**config.mk**
```make
export PLATFORM = sky130hd
export DESIGN_NAME = ipcic_top
export DESIGN_NICKNAME = d
export VERILOG_FILES = /design/src/logic/ipcic_pkg.sv /design/src/logic/ipcic_pin.sv /design/src/logic/ipcic_top.sv
export SDC_FILE = /design/constraint.sdc
export NUM_CORES = 1
export LEC_CHECK = 0
export BUFFER_PORTS_ARGS = -buffer_cell sky130_fd_sc_hd__buf_2
export CORE_MARGIN = 4
export CORE_UTILIZATION = 45
export CTS_BUF_LIST = sky130_fd_sc_hd__clkbuf_4 sky130_fd_sc_hd__clkbuf_8
export DETAILED_ROUTE_END_ITERATION = 10
export PLACE_DENSITY_LB_ADDON = 0.15
export SYNTH_ARGS = -nofsm -noshare
export SYNTH_HDL_FRONTEND = slang
export SYNTH_SLANG_ARGS = --single-unit
```
**constraint.sdc**
```tcl
create_clock -name MCLK_I -period 4 [get_ports MCLK_I]
set_clock_uncertainty 0.1 [all_clocks]
set_input_delay 0.6 -clock MCLK_I [delete_from_list [all_inputs] [get_ports MCLK_I]]
set_output_delay 0.6 -clock MCLK_I [all_outputs]
set_load 0.01 [all_outputs]
```
**src/logic/ipcic_pkg.sv**
```systemverilog
package ipcic_pkg;

    // Register offsets
    localparam logic [7:0] ADDR_CTL_ONE = 8'h53;
    localparam logic [7:0] ADDR_CTL_TWO = 8'h54;
    localparam logic [7:0] ADDR_LATCH = 8'h55;
    localparam logic [7:0] ADDR_FMAP_ONE = 8'h56;
    localparam logic [7:0] ADDR_FMAP_TWO = 8'h57;
    localparam logic [7:0] ADDR_DMAP = 8'h58;
    localparam logic [7:0] ADDR_CMD = 8'h59;
    localparam logic [7:0] ADDR_BASE_LO = 8'h5b;
    localparam logic [7:0] ADDR_BASE_HI = 8'h5c;

    // Pin control field positions
    localparam int CTL_EDGE = 0;
    localparam int CTL_LVL = 1;
    localparam int CTL_DRAIN_SEL = 2;
    localparam int CTL_OUT_EN = 3;
    localparam int CTL_IN_EN = 4;

    // Data event map and latch field positions
    localparam int DMAP_ONE_LSB = 0;
    localparam int DMAP_TWO_LSB = 4;
    localparam int LATCH_BIT = 0;

    // Writable bits; all others read as zero
    localparam logic [7:0] CTL_MASK = 8'h1f;
    localparam logic [7:0] LATCH_MASK = 8'h01;
    localparam logic [7:0] DMAP_MASK = 8'h77;
    localparam logic [7:0] BASE_LO_MASK = 8'h0f;

    // Reset values
    localparam logic [7:0] RST_ZERO = 8'h00;
    localparam logic [7:0] RST_CMD = 8'h90;

    // Command codes
    localparam logic [7:0] CMD_LOAD = 8'h00;
    localparam logic [7:0] CMD_START = 8'h01;

    // Pin input synchroniser depth
    localparam int SYNC_DEPTH = 3;

    typedef enum logic [1:0] {
        INIT_IDLE = 2'b00,
        INIT_LOAD = 2'b01,
        INIT_RUN = 2'b10
    } ipcic_init_t;

    typedef struct packed {
        logic [7:0] ctl_one;
        logic [7:0] ctl_two;
        logic [7:0] latch;
        logic [7:0] fmap_one;
        logic [7:0] fmap_two;
        logic [7:0] dmap;
        logic [7:0] cmd;
        logic [7:0] base_lo;
        logic [7:0] base_hi;
        logic [1:0] evt;
        logic [1:0] sticky;
        ipcic_init_t st;
        logic start;
        logic [7:0] rdata;
    } ipcic_main_t;

    typedef struct packed {
        logic [SYNC_DEPTH-1:0] sync;
        logic stable;
        logic act;
        logic trig;
        logic out;
        logic oe;
    } ipcic_pin_t;

endpackage

```
**src/logic/ipcic_pin.sv**
```systemverilog
`timescale 1ns/1ps
module ipcic_pin (
    input wire logic clk_i,          // Device clock
    input wire logic rst_n_i,        // Async reset, active low
    input wire logic ce_i,           // Clock enable
    input wire logic [7:0] ctl_i,    // Pin control register
    input wire logic assert_i,       // Interrupt asserted, active high
    input wire logic pin_i,          // Pin level from pad
    output logic out_o,              // Pin output value
    output logic oe_o,               // Pin output enable
    output logic trig_o              // Input trigger
);

    ipcic_pkg::ipcic_pin_t s_q;
    ipcic_pkg::ipcic_pin_t s_d;
    logic lvl;
    logic act_new;

    // Sync idles high like the pulled-up pad, so no false edge at start
    localparam ipcic_pkg::ipcic_pin_t PIN_RST = '{
        sync: '1,
        stable: 1'b1,
        act: 1'b0,
        trig: 1'b0,
        out: 1'b0,
        oe: 1'b0
    };

    assign lvl = ctl_i[ipcic_pkg::CTL_LVL];

    always_comb begin
        s_d = s_q;
        s_d.sync = {s_q.sync[ipcic_pkg::SYNC_DEPTH-2:0], pin_i};
        // Settle only when stages two and three agree
        if (s_q.sync[1] == s_q.sync[2]) begin
            s_d.stable = s_q.sync[2];
        end
        act_new = (s_d.stable == lvl);
        s_d.act = act_new;
        if (!ctl_i[ipcic_pkg::CTL_IN_EN]) begin
            s_d.trig = 1'b0;
        end else if (ctl_i[ipcic_pkg::CTL_EDGE]) begin
            s_d.trig = act_new & ~s_q.act;
        end else begin
            s_d.trig = act_new;
        end
        if (ctl_i[ipcic_pkg::CTL_DRAIN_SEL]) begin
            s_d.out = 1'b0;
            s_d.oe = ctl_i[ipcic_pkg::CTL_OUT_EN] & (assert_i ^ lvl) ;
        end else begin
            s_d.out = lvl ? assert_i : ~assert_i;
            s_d.oe = ctl_i[ipcic_pkg::CTL_OUT_EN];
        end
    end

    always_ff @(posedge clk_i or negedge rst_n_i) begin
        if (!rst_n_i) begin
            s_q <= PIN_RST;
        end else if (ce_i) begin
            s_q <= s_d;
        end
    end

    assign out_o = s_q.out;
    assign oe_o = s_q.oe;
    assign trig_o = s_q.trig;
endmodule

```
**src/logic/ipcic_top.sv**
```systemverilog
`timescale 1ns/1ps
// Summary of operation
// - Pin one control bit0: level or edge trigger
// - Pin one control bit1: active low or high
// - Pin one control bit2: push-pull or open drain
// - Pin one control bit3: output disabled or driven
// - Pin one control bit4: input ignored or accepted
// - Pin two has identical control, resets zero
// - Latch bit0: follows the routed event level or held until cleared
// - Event map bits 0-2 route to pin one
// - Event map bits 4-6 route to pin two
// - Command 0x00 enters configuration load mode
// - Command 0x01 starts features after load
// - Twelve-bit base split over two registers
module ipcic_top (
    input wire logic MCLK_I,             // 50 MHz device clock
    input wire logic NRST_I,             // Async reset, active low
    input wire logic CE_I,               // Clock enable, freezes state
    input wire logic [7:0] REG_ADDR_I,   // Register address
    input wire logic REG_WE_I,           // Write strobe
    input wire logic [7:0] REG_WDATA_I,  // Write data
    input wire logic REG_RE_I,           // Read strobe
    output logic [7:0] REG_RDATA_O,      // Read data, registered
    input wire logic FIFO_FULL_I,        // FIFO full event
    input wire logic FIFO_WM_I,          // FIFO watermark event
    input wire logic DRDY_I,             // Sample ready event
    input wire logic INT_CLR_I,          // Clear latched interrupts
    input wire logic [1:0] IRQ_PIN_IN_I, // Pad levels, bit0 pin one
    output logic [1:0] IRQ_PIN_OUT_O,    // Pad output values
    output logic [1:0] IRQ_PIN_OE_O,     // Pad output enables
    output logic [1:0] IRQ_TRIG_O,       // Input triggers from pins
    output logic [1:0] IRQ_ASSERT_O,     // Internal asserted state
    output logic [7:0] FMAP_ONE_O,       // Feature map for pin one
    output logic [7:0] FMAP_TWO_O,       // Feature map for pin two
    output logic CFG_LOAD_O,             // Config load mode active
    output logic FEAT_EN_O,              // Sensor features enabled
    output logic INIT_START_O,           // One-cycle start pulse
    output logic [11:0] INIT_BASE_O      // Config base address
);

    localparam ipcic_pkg::ipcic_main_t MAIN_RST = '{
        ctl_one: ipcic_pkg::RST_ZERO,
        ctl_two: ipcic_pkg::RST_ZERO,
        latch: ipcic_pkg::RST_ZERO,
        fmap_one: ipcic_pkg::RST_ZERO,
        fmap_two: ipcic_pkg::RST_ZERO,
        dmap: ipcic_pkg::RST_ZERO,
        cmd: ipcic_pkg::RST_CMD,
        base_lo: ipcic_pkg::RST_ZERO,
        base_hi: ipcic_pkg::RST_ZERO,
        evt: 2'h0,
        sticky: 2'h0,
        st: ipcic_pkg::INIT_IDLE,
        start: 1'b0,
        rdata: ipcic_pkg::RST_ZERO
    };

    ipcic_pkg::ipcic_main_t s_q;
    ipcic_pkg::ipcic_main_t s_d;
    logic [2:0] events;
    logic [1:0] hit;
    logic [1:0] asserted;
    logic [7:0] ctl [2];
    logic wr_cmd;

    assign events = {DRDY_I, FIFO_WM_I, FIFO_FULL_I};
    assign wr_cmd = REG_WE_I && (REG_ADDR_I == ipcic_pkg::ADDR_CMD);

    // Per-pin routing of data events
    assign hit[0] = |(events & s_q.dmap[ipcic_pkg::DMAP_ONE_LSB +: 3]);
    assign hit[1] = |(events & s_q.dmap[ipcic_pkg::DMAP_TWO_LSB +: 3]);

    always_comb begin
        s_d = s_q;
        s_d.start = 1'b0;
        if (REG_WE_I) begin
            case (REG_ADDR_I)
                ipcic_pkg::ADDR_CTL_ONE: begin
                    s_d.ctl_one = REG_WDATA_I & ipcic_pkg::CTL_MASK;
                end
                ipcic_pkg::ADDR_CTL_TWO: begin
                    s_d.ctl_two = REG_WDATA_I & ipcic_pkg::CTL_MASK;
                end
                ipcic_pkg::ADDR_LATCH: begin
                    s_d.latch = REG_WDATA_I & ipcic_pkg::LATCH_MASK;
                end
                ipcic_pkg::ADDR_FMAP_ONE: begin
                    s_d.fmap_one = REG_WDATA_I;
                end
                ipcic_pkg::ADDR_FMAP_TWO: begin
                    s_d.fmap_two = REG_WDATA_I;
                end
                ipcic_pkg::ADDR_DMAP: begin
                    s_d.dmap = REG_WDATA_I & ipcic_pkg::DMAP_MASK;
                end
                ipcic_pkg::ADDR_CMD: begin
                    s_d.cmd = REG_WDATA_I;
                end
                ipcic_pkg::ADDR_BASE_LO: begin
                    s_d.base_lo = REG_WDATA_I & ipcic_pkg::BASE_LO_MASK;
                end
                ipcic_pkg::ADDR_BASE_HI: begin
                    s_d.base_hi = REG_WDATA_I;
                end
                default: begin
                    s_d.cmd = s_q.cmd;
                end
            endcase
        end

        // Repeated or out-of-order commands leave the sequence alone
        case (s_q.st)
            ipcic_pkg::INIT_IDLE: begin
                if (wr_cmd && REG_WDATA_I == ipcic_pkg::CMD_LOAD) begin
                    s_d.st = ipcic_pkg::INIT_LOAD;
                end
            end
            ipcic_pkg::INIT_LOAD: begin
                if (wr_cmd && REG_WDATA_I == ipcic_pkg::CMD_START) begin
                    s_d.st = ipcic_pkg::INIT_RUN;
                    s_d.start = 1'b1;
                end
            end
            ipcic_pkg::INIT_RUN: begin
                s_d.st = ipcic_pkg::INIT_RUN;
            end
            default: begin
                s_d.st = ipcic_pkg::INIT_IDLE;
            end
        endcase

        s_d.evt = hit;
        // Set wins over clear so a colliding event is kept
        if (s_d.latch[ipcic_pkg::LATCH_BIT]) begin
            s_d.sticky = hit | (s_q.sticky & {2{~INT_CLR_I}});
        end else begin
            s_d.sticky = 2'h0;
        end

        if (REG_RE_I) begin
            case (REG_ADDR_I)
                ipcic_pkg::ADDR_CTL_ONE: s_d.rdata = s_q.ctl_one;
                ipcic_pkg::ADDR_CTL_TWO: s_d.rdata = s_q.ctl_two;
                ipcic_pkg::ADDR_LATCH: s_d.rdata = s_q.latch;
                ipcic_pkg::ADDR_FMAP_ONE: s_d.rdata = s_q.fmap_one;
                ipcic_pkg::ADDR_FMAP_TWO: s_d.rdata = s_q.fmap_two;
                ipcic_pkg::ADDR_DMAP: s_d.rdata = s_q.dmap;
                ipcic_pkg::ADDR_CMD: s_d.rdata = s_q.cmd;
                ipcic_pkg::ADDR_BASE_LO: s_d.rdata = s_q.base_lo;
                ipcic_pkg::ADDR_BASE_HI: s_d.rdata = s_q.base_hi;
                default: s_d.rdata = ipcic_pkg::RST_ZERO;
            endcase
        end
    end

    always_ff @(posedge MCLK_I or negedge NRST_I) begin
        if (!NRST_I) begin
            s_q <= MAIN_RST;
        end else if (CE_I) begin
            s_q <= s_d;
        end
    end

    // Latched mode shows the sticky flag, else the routed event level
    assign asserted = s_q.latch[ipcic_pkg::LATCH_BIT] ? s_q.sticky : s_q.evt;
    assign ctl[0] = s_q.ctl_one;
    assign ctl[1] = s_q.ctl_two;

    genvar g;
    generate
        for (g = 0; g < 2; g++) begin : g_pin
            ipcic_pin u_pin (
                .clk_i(MCLK_I),
                .rst_n_i(NRST_I),
                .ce_i(CE_I),
                .ctl_i(ctl[g]),
                .assert_i(asserted[g]),
                .pin_i(IRQ_PIN_IN_I[g]),
                .out_o(IRQ_PIN_OUT_O[g]),
                .oe_o(IRQ_PIN_OE_O[g]),
                .trig_o(IRQ_TRIG_O[g])
            );
        end
    endgenerate

    assign REG_RDATA_O = s_q.rdata;
    assign IRQ_ASSERT_O = asserted;
    assign FMAP_ONE_O = s_q.fmap_one;
    assign FMAP_TWO_O = s_q.fmap_two;
    assign CFG_LOAD_O = (s_q.st == ipcic_pkg::INIT_LOAD);
    assign FEAT_EN_O = (s_q.st == ipcic_pkg::INIT_RUN);
    assign INIT_START_O = s_q.start;
    assign INIT_BASE_O = {s_q.base_hi, s_q.base_lo[3:0]};
endmodule
```
==> summary.md, run 1 <==
| Metric | Value |
|---|---|
| Status | finished, final reports clean |
| Initial Util | 46.54% |
| DR iter-0 viols | 154 |
| IO Count | 74 |
| First-pass GRT wire length | about 16000 µm |
| Crit path max fanout | 10 |
| Crit share post-route | 58.92% |
| Reg-to-Reg End | REG_RDATA_O[0] |
| Total number of vias | 2924 |
| Vias in the first global route | between 2000 and 3000 |
| Diode count | 0 |
| Leakage | between 2 and 2.5 nW |
| Crit path buffers/inverters | 1 |
| Worst min-delay path category | input pin to async pin |
| Worst path required time | 4.14 ns |
| Syn Area/Cell | roughly 11 µm² |
| Clk root buf | clkbuf_8 |
| CTS buffer count | 9 |
| Post-CTS sizing | 0 |
| CP Launch Type | input pin |
| DRT Pass-1 Iters | 6 |
| Tot GR Track Use | a little under a fifth |
| Die height | 106.0 µm |
| Sum Neg Setup Slack | 0 ns |
| Synth Flop Type | dfrtp_1 |
| R2R Setup Slk | ~2.4 ns |
| Synth-to-Final Area Change | 8.312% |
| H-tree Lvls | 3 |
| Hold_buf cts | 0 |
| Dominant cells by area after synthesis | dfrtp_1 (43%), mux2_2 (15%), buf_4 (7.8%) |
| R2R depth | 5 |
| VDD IR max | 0.1426 mV |
| Non-Filler Instances | 538 |
| Antenna violations before repair | 1 |
| Detailed-route DRC error count | 0 |
| Max-cap violations | 0 |
| Fin worst setup slack | ~1.6 ns |
| Total Routed Length | approximately 10000 µm |
| Share of cells above drive strength 1 | roughly 41% |
| Arr. time, crit path | 2.50 ns |
| Register area share after synthesis | 48.94% |
| Rel. slew slack | ~30% |
| Top-area cell type share of the netlist area | 42.86% |
| ANT nets after route | 0 |
| Crit-path leading delay family | simple AND/OR/NAND/NOR gates |
| Core Box Area | 9284 µm² |
| Port Buffers | 73 |
| Worst-path cell chain | buf_2, nand4bb_1, nor2_1, nand4_1, mux2_2 |
| Count of different cell masters after synthesis | 50 |
| Final setup fails | 0 |
| Syn nets | 405 |
| Hold Violations, Final | 0 |
| Min Tclk post-route | ~2.4 ns |
| Clk buf depth | 2 |
| Pin count of the biggest net entering global routing | 85 |
| PD cells | 384.2 nW/µm² |
| Worst skew pair latency | 0.35 ns |
| Post-Place Setup Slack | 1.284 ns |
| Worst path slowest cell | nand4bb_1 |
| Vias per inst | between 5 and 6 |
| Worst Path Class, Setup | input pin to flip-flop |
| Postcts setup bufs | 0 |
| #FFs+latches synth | 84 |
| CTS sink count | 84 |
| Number of synthesized flops with an enable pin | 0 |
| Overflow after GRT | 0 |
| Number of cell rows | 35 |
| Critical Path Sink Type | flip-flop |
| RR Startpoint | INIT_BASE_O[0] |
| Top cell type by total area after synthesis | dfrtp_1 |
| Wire length per cell | 18.85 µm |
| Die width | 106.0 µm |
| Final #Nets | roughly 430 |
| Synth async-reset ratio | 100.0% |
| Worst Max-Slew Pin Slew | approximately 1.1 ns |
| Slowest stage delay, CP | between 0.5 and 0.6 ns |
| CTS tree | built |
| Cell area after synthesis | 4320 µm² |
| Fmax achieved | around 0.42 GHz |
| Synth Instances | about 380 |
| Die Area | 11230 µm² |
| Final Max Slew Viols | 0 |
| DP HPWL | 7256 µm |
| RSZ-0062 raised after global routing | false |
| DP Cell Count | ~520 |
| Reg clk slew, reported paths | 0.09 ns |
| Placer congestion estimate | 0.8748 |
| Synthesis Warnings | 0 |
==> Yosys cell counts, drive strengths merged, types with 3 or more instances <==
master	n
a22o	4
nand2b	5
buf	53
dfrtp	74
o21ai	18
mux2i	17
nor3b	3
a21oi	15
nand2	19
clkbuf	6
dfstp	10
nand3	9
nor2b	5
nor3	6
nor4	4
a222oi	4
mux2	61
inv	10
nor2	16
nand4	7
nand3b	4
==> cell type report <==
class,instances,area [µm²]
inverters,10,37.54
multi-input cells,225,1770
flip-flops and latches,84,2115
clock buffers,10,131.4
clock inverters,6,88.84
repair buffers,74,375.4
fillers,883,4604
well taps,129,161.4
==> registers in the layout, indices dropped and copies added (netlist names) <==
name and count:
s_q 21, INIT_BASE_O 12, ctl 10, FMAP_ONE_O 8, FMAP_TWO_O 8, REG_RDATA_O 8, g_pin.u_pin.s_q 6, g_pin.u_pin.s_d 4
g_pin.u_pin.oe_o 2, g_pin.u_pin.out_o 2, g_pin.u_pin.trig_o 2, INIT_START_O 1
==> how the worst max path moves through the flow <==
stage,startpoint,endpoint,slack [ns],cells past startpoint
CTS,REG_ADDR_I[7],s_q[40],1.67,5
detailed placement,REG_ADDR_I[7],s_q[44],1.28,5
finish,REG_ADDR_I[7],s_q[40],1.64,5
floorplan,REG_ADDR_I[0],INIT_BASE_O[10],1.86,6
global route,REG_ADDR_I[7],s_q[43],1.48,5
global placement,REG_ADDR_I[7],s_q[45],1.29,5
==> metrics by stage <==
stage | area [µm²] | power [mW] | util, % | hold WS, ns
finish | 4679 | 1.798 | 50.40 | 0.3225
detailed placement | 4459 | 1.145 | 48.03 | 0.3758
CTS | 4679 | 1.817 | 50.40 | 0.3652
global route | 4679 | 1.881 | 50.40 | 0.3669
floorplan | 4320 | 1.079 | - | 0.2044
global placement | 4459 | 1.138 | 48.03 | 0.3650
==> power breakdown <==
| group | internal, mW | total (mW) | switching [mW] |
|---|---|---|---|
| logic | 0.0790 | 0.187 | 0.108 |
| registers | 0.904 | 0.939 | 0.0344 |
| clock network | 0.360 | 0.672 | 0.312 |
==> placed cells by master (no fill, tap or decap), types with 3 or more instances in the layout <==
cell type and n:
a21oi_1 15, nand4_1 7, nor2b_1 5, mux2i_1 17, nand3b_1 4, nand2_1 18
inv_1 10, nor3b_1 3, buf_2 72, clkbuf_8 9, o21ai_0 17, nor2_1 15
dfrtp_1 74, a22o_1 4, nor3_1 6, dfstp_2 10, nand2b_1 5, mux2_2 59
nand3_1 9, a222oi_1 4
==> routing by layer <==
metal  track usage [%]  vias up  share of wire (%)
met5                 0        -              0.069
met4             5.643        2                1.1
met3             4.068       13                6.4
met2             27.09       96                 44
met1             28.25     1444                 48
li1                  -     1369                  -
==> worst register-to-register path, stage by stage, from the launching register on <==
cell,delay (ns)
dfrtp_1,0.38
inv_1,0.09
a2bb2o_1,0.28
a222oi_1,0.33
nor2_1,0.08
a211o_1,0.23
==> logic make-up after synthesis <==
| logic type | after synthesis | share of synthesized area [%] |
|---|---|---|
| AND/OR/NAND/NOR | 87 | 11.82 |
| multiplexers | 78 | 19.84 |
| XOR/XNOR | 4 | 0.8110 |
| AO/OA/AOI/OAI | 54 | 8.051 |
| flip-flops | 84 | 48.94 |
| adder cells (fa/ha/maj) | 2 | 0.4634 |
| buffers and inverters | 69 | 10.08 |
No activity file was read; power rests on OpenSTA's default activity.
==> inputs of run 2 (changes only) <==
Clock period 4 ns to 2.3 ns, I/O delays scaled along.
==> summary.md, run 2 (same netlist as run 1, synthesis figures left out) <==
| Metric | Value |
|---|---|
| Post-CTS sizing | 0 |
| Port Buffers | 73 |
| Sum Neg Setup Slack | 0 ns |
| CTS buffer count | 9 |
| Diode count | 0 |
| Max-cap violations | 0 |
| Final Max Slew Viols | 0 |
| First-pass GRT wire length | around 16000 µm |
| Pin count of the biggest net entering global routing | 41 |
| R2R Setup Slk | 0.70 ns |
| Overflow after GRT | 0 |
| Arr. time, crit path | 1.98 ns |
| Most frequent cells in the layout | dfrtp_1 (74), buf_2 (72), mux2_2 (59) |
| Die width | 106.0 µm |
| Total Power | just over 3 mW |
| CP Launch Type | input pin |
| Worst min-delay path category | input pin to flip-flop |
| Leakage | 2.382 nW |
| Initial Util | 46.54% |
| Worst Path Class, Setup | input pin to flip-flop |
| Total number of vias | 2975 |
| Fmax achieved | between 0.5 and 0.6 GHz |
| Status | finished, final reports clean |
| DR iter-0 viols | 162 |
| Most flops, register | s_q |
| Synth-to-Final Area Change | 11.76% |
| Number of cell rows | 35 |
| DP HPWL | 7471 µm |
| Share of cells above drive strength 1 | 43.56% |
| Commonest non-fill, non-tap cell in the layout | dfrtp_1 |
| Postcts setup bufs | 0 |
| Total Routed Length | a little over 10000 µm |
| Max reg flops | 21 |
| Final #Nets | 449 |
| Post-Place Setup Slack | 0.1368 ns |
| Fin worst setup slack | between 0.4 and 0.5 ns |
| Clk root buf | clkbuf_8 |
| Placer congestion estimate | 0.9115 |
| Die Area | 11230 µm² |
| Worst path required time | roughly 2.4 ns |
| CTS sink count | 84 |
| Die height | 106.0 µm |
| IO Count | 74 |
| Worst Hold Depth | 2 |
| Tot GR Track Use | a little under a fifth |
| RSZ-0062 raised after global routing | false |
| Antenna violations before repair | 0 |
| Critical Path Sink Type | flip-flop |
| PD cells | ~630 nW/µm² |
| Reg clk slew, reported paths | 0.09 ns |
| DP Cell Count | 539 |
| Vias in the first global route | 3011 |
| Final setup fails | 0 |
| VDD IR max | around 0.42 mV |
| ANT nets after route | 0 |
| Hold Violations, Final | 0 |
| Clk buf depth | 2 |
| H-tree Lvls | 3 |
| Worst skew pair latency | 0.35 ns |
| Vias per inst | 5.351 |
| Wire length per cell | approximately 18 µm |
| CTS tree | built |
| Non-Filler Instances | 556 |
| Rel. slew slack | 62.66% |
| R2R depth | 5 |
| Detailed-route DRC error count | 0 |
| Core Box Area | approximately 9300 µm² |
| Min Tclk post-route | 1.842 ns |
| DRT Pass-1 Iters | 4 |
| Worst Max-Slew Pin Slew | between 0.5 and 0.6 ns |
| Crit path max fanout | 6 |
| Crit share post-route | around four fifths |
-- run 2: power breakdown --
part | switching (mW) | total, mW | internal [mW]
Sequential | 0.0560 | 1.63 | 1.57
Clock | 0.547 | 1.09 | 0.548
Combinational | 0.191 | 0.341 | 0.150
Total | 0.793 | 3.06 | 2.27
-- run 2: metrics by stage --
step	hold slack, ns	utilization (%)	area [µm²]
2_1_floorplan	-0.05059	-	4320
3_3_place_gp	0.2570	49.68	4612
3_5_place_dp	0.2550	49.68	4612
4_1_cts	0.1072	52.01	4828
5_1_grt	0.1187	52.01	4828
6_report	0.1258	52.01	4828
-- run 2: path summary, 6_finish.rpt --
path | from | endpoint
max | REG_ADDR_I[7] | ctl[8]
min | IRQ_PIN_IN_I[0] | g_pin[0].u_pin.s_d[6]
max reg2reg | INIT_BASE_O[0] | REG_RDATA_O[0]
min reg2reg | REG_RDATA_O[2] | REG_RDATA_O[2]
max in group asynchronous | NRST_I | s_q[38]
min in group asynchronous | NRST_I | g_pin[1].u_pin.out_o
-- run 2: layout make-up --
| type | instances | area, µm² |
|---|---|---|
| timing repair buffer | 92 | 538.0 |
| inverter | 10 | 37.54 |
| tap | 129 | 161.4 |
| fill | 869 | 4456 |
| clock inverter | 5 | 61.31 |
| clock buffer | 11 | 145.1 |
| sequential | 84 | 2115 |
| multi-input combinational | 225 | 1770 |
-- run 2: what timing repair did --
| action | in CTS | in global routing |
|---|---|---|
| hold buffers | 1 | 0 |
| endpoints found under the setup margin | 0 | 0 |
| hold endpoints to repair | 29 | 0 |
-- run 2: metal layers --
| metal | part of all wire (%) | wire length (µm) | track usage (%) | up-vias |
|---|---|---|---|---|
| li1 | - | - | - | 1404 |
| met1 | 49 | 4948 | 27.87 | 1458 |
| met2 | 43 | 4378 | 26.28 | 101 |
| met3 | 6.4 | 643 | 4.189 | 12 |
| met4 | 1.4 | 140 | 6.383 | 0 |
| met5 | 0 | 0 | 0 | - |
-- run 2: critical path: stages --
cell       delay (ns)
buf_2            0.10
nand4bb_1        0.36
buf_4            0.27
nor4_2           0.33
buf_4            0.23
mux2_2           0.34
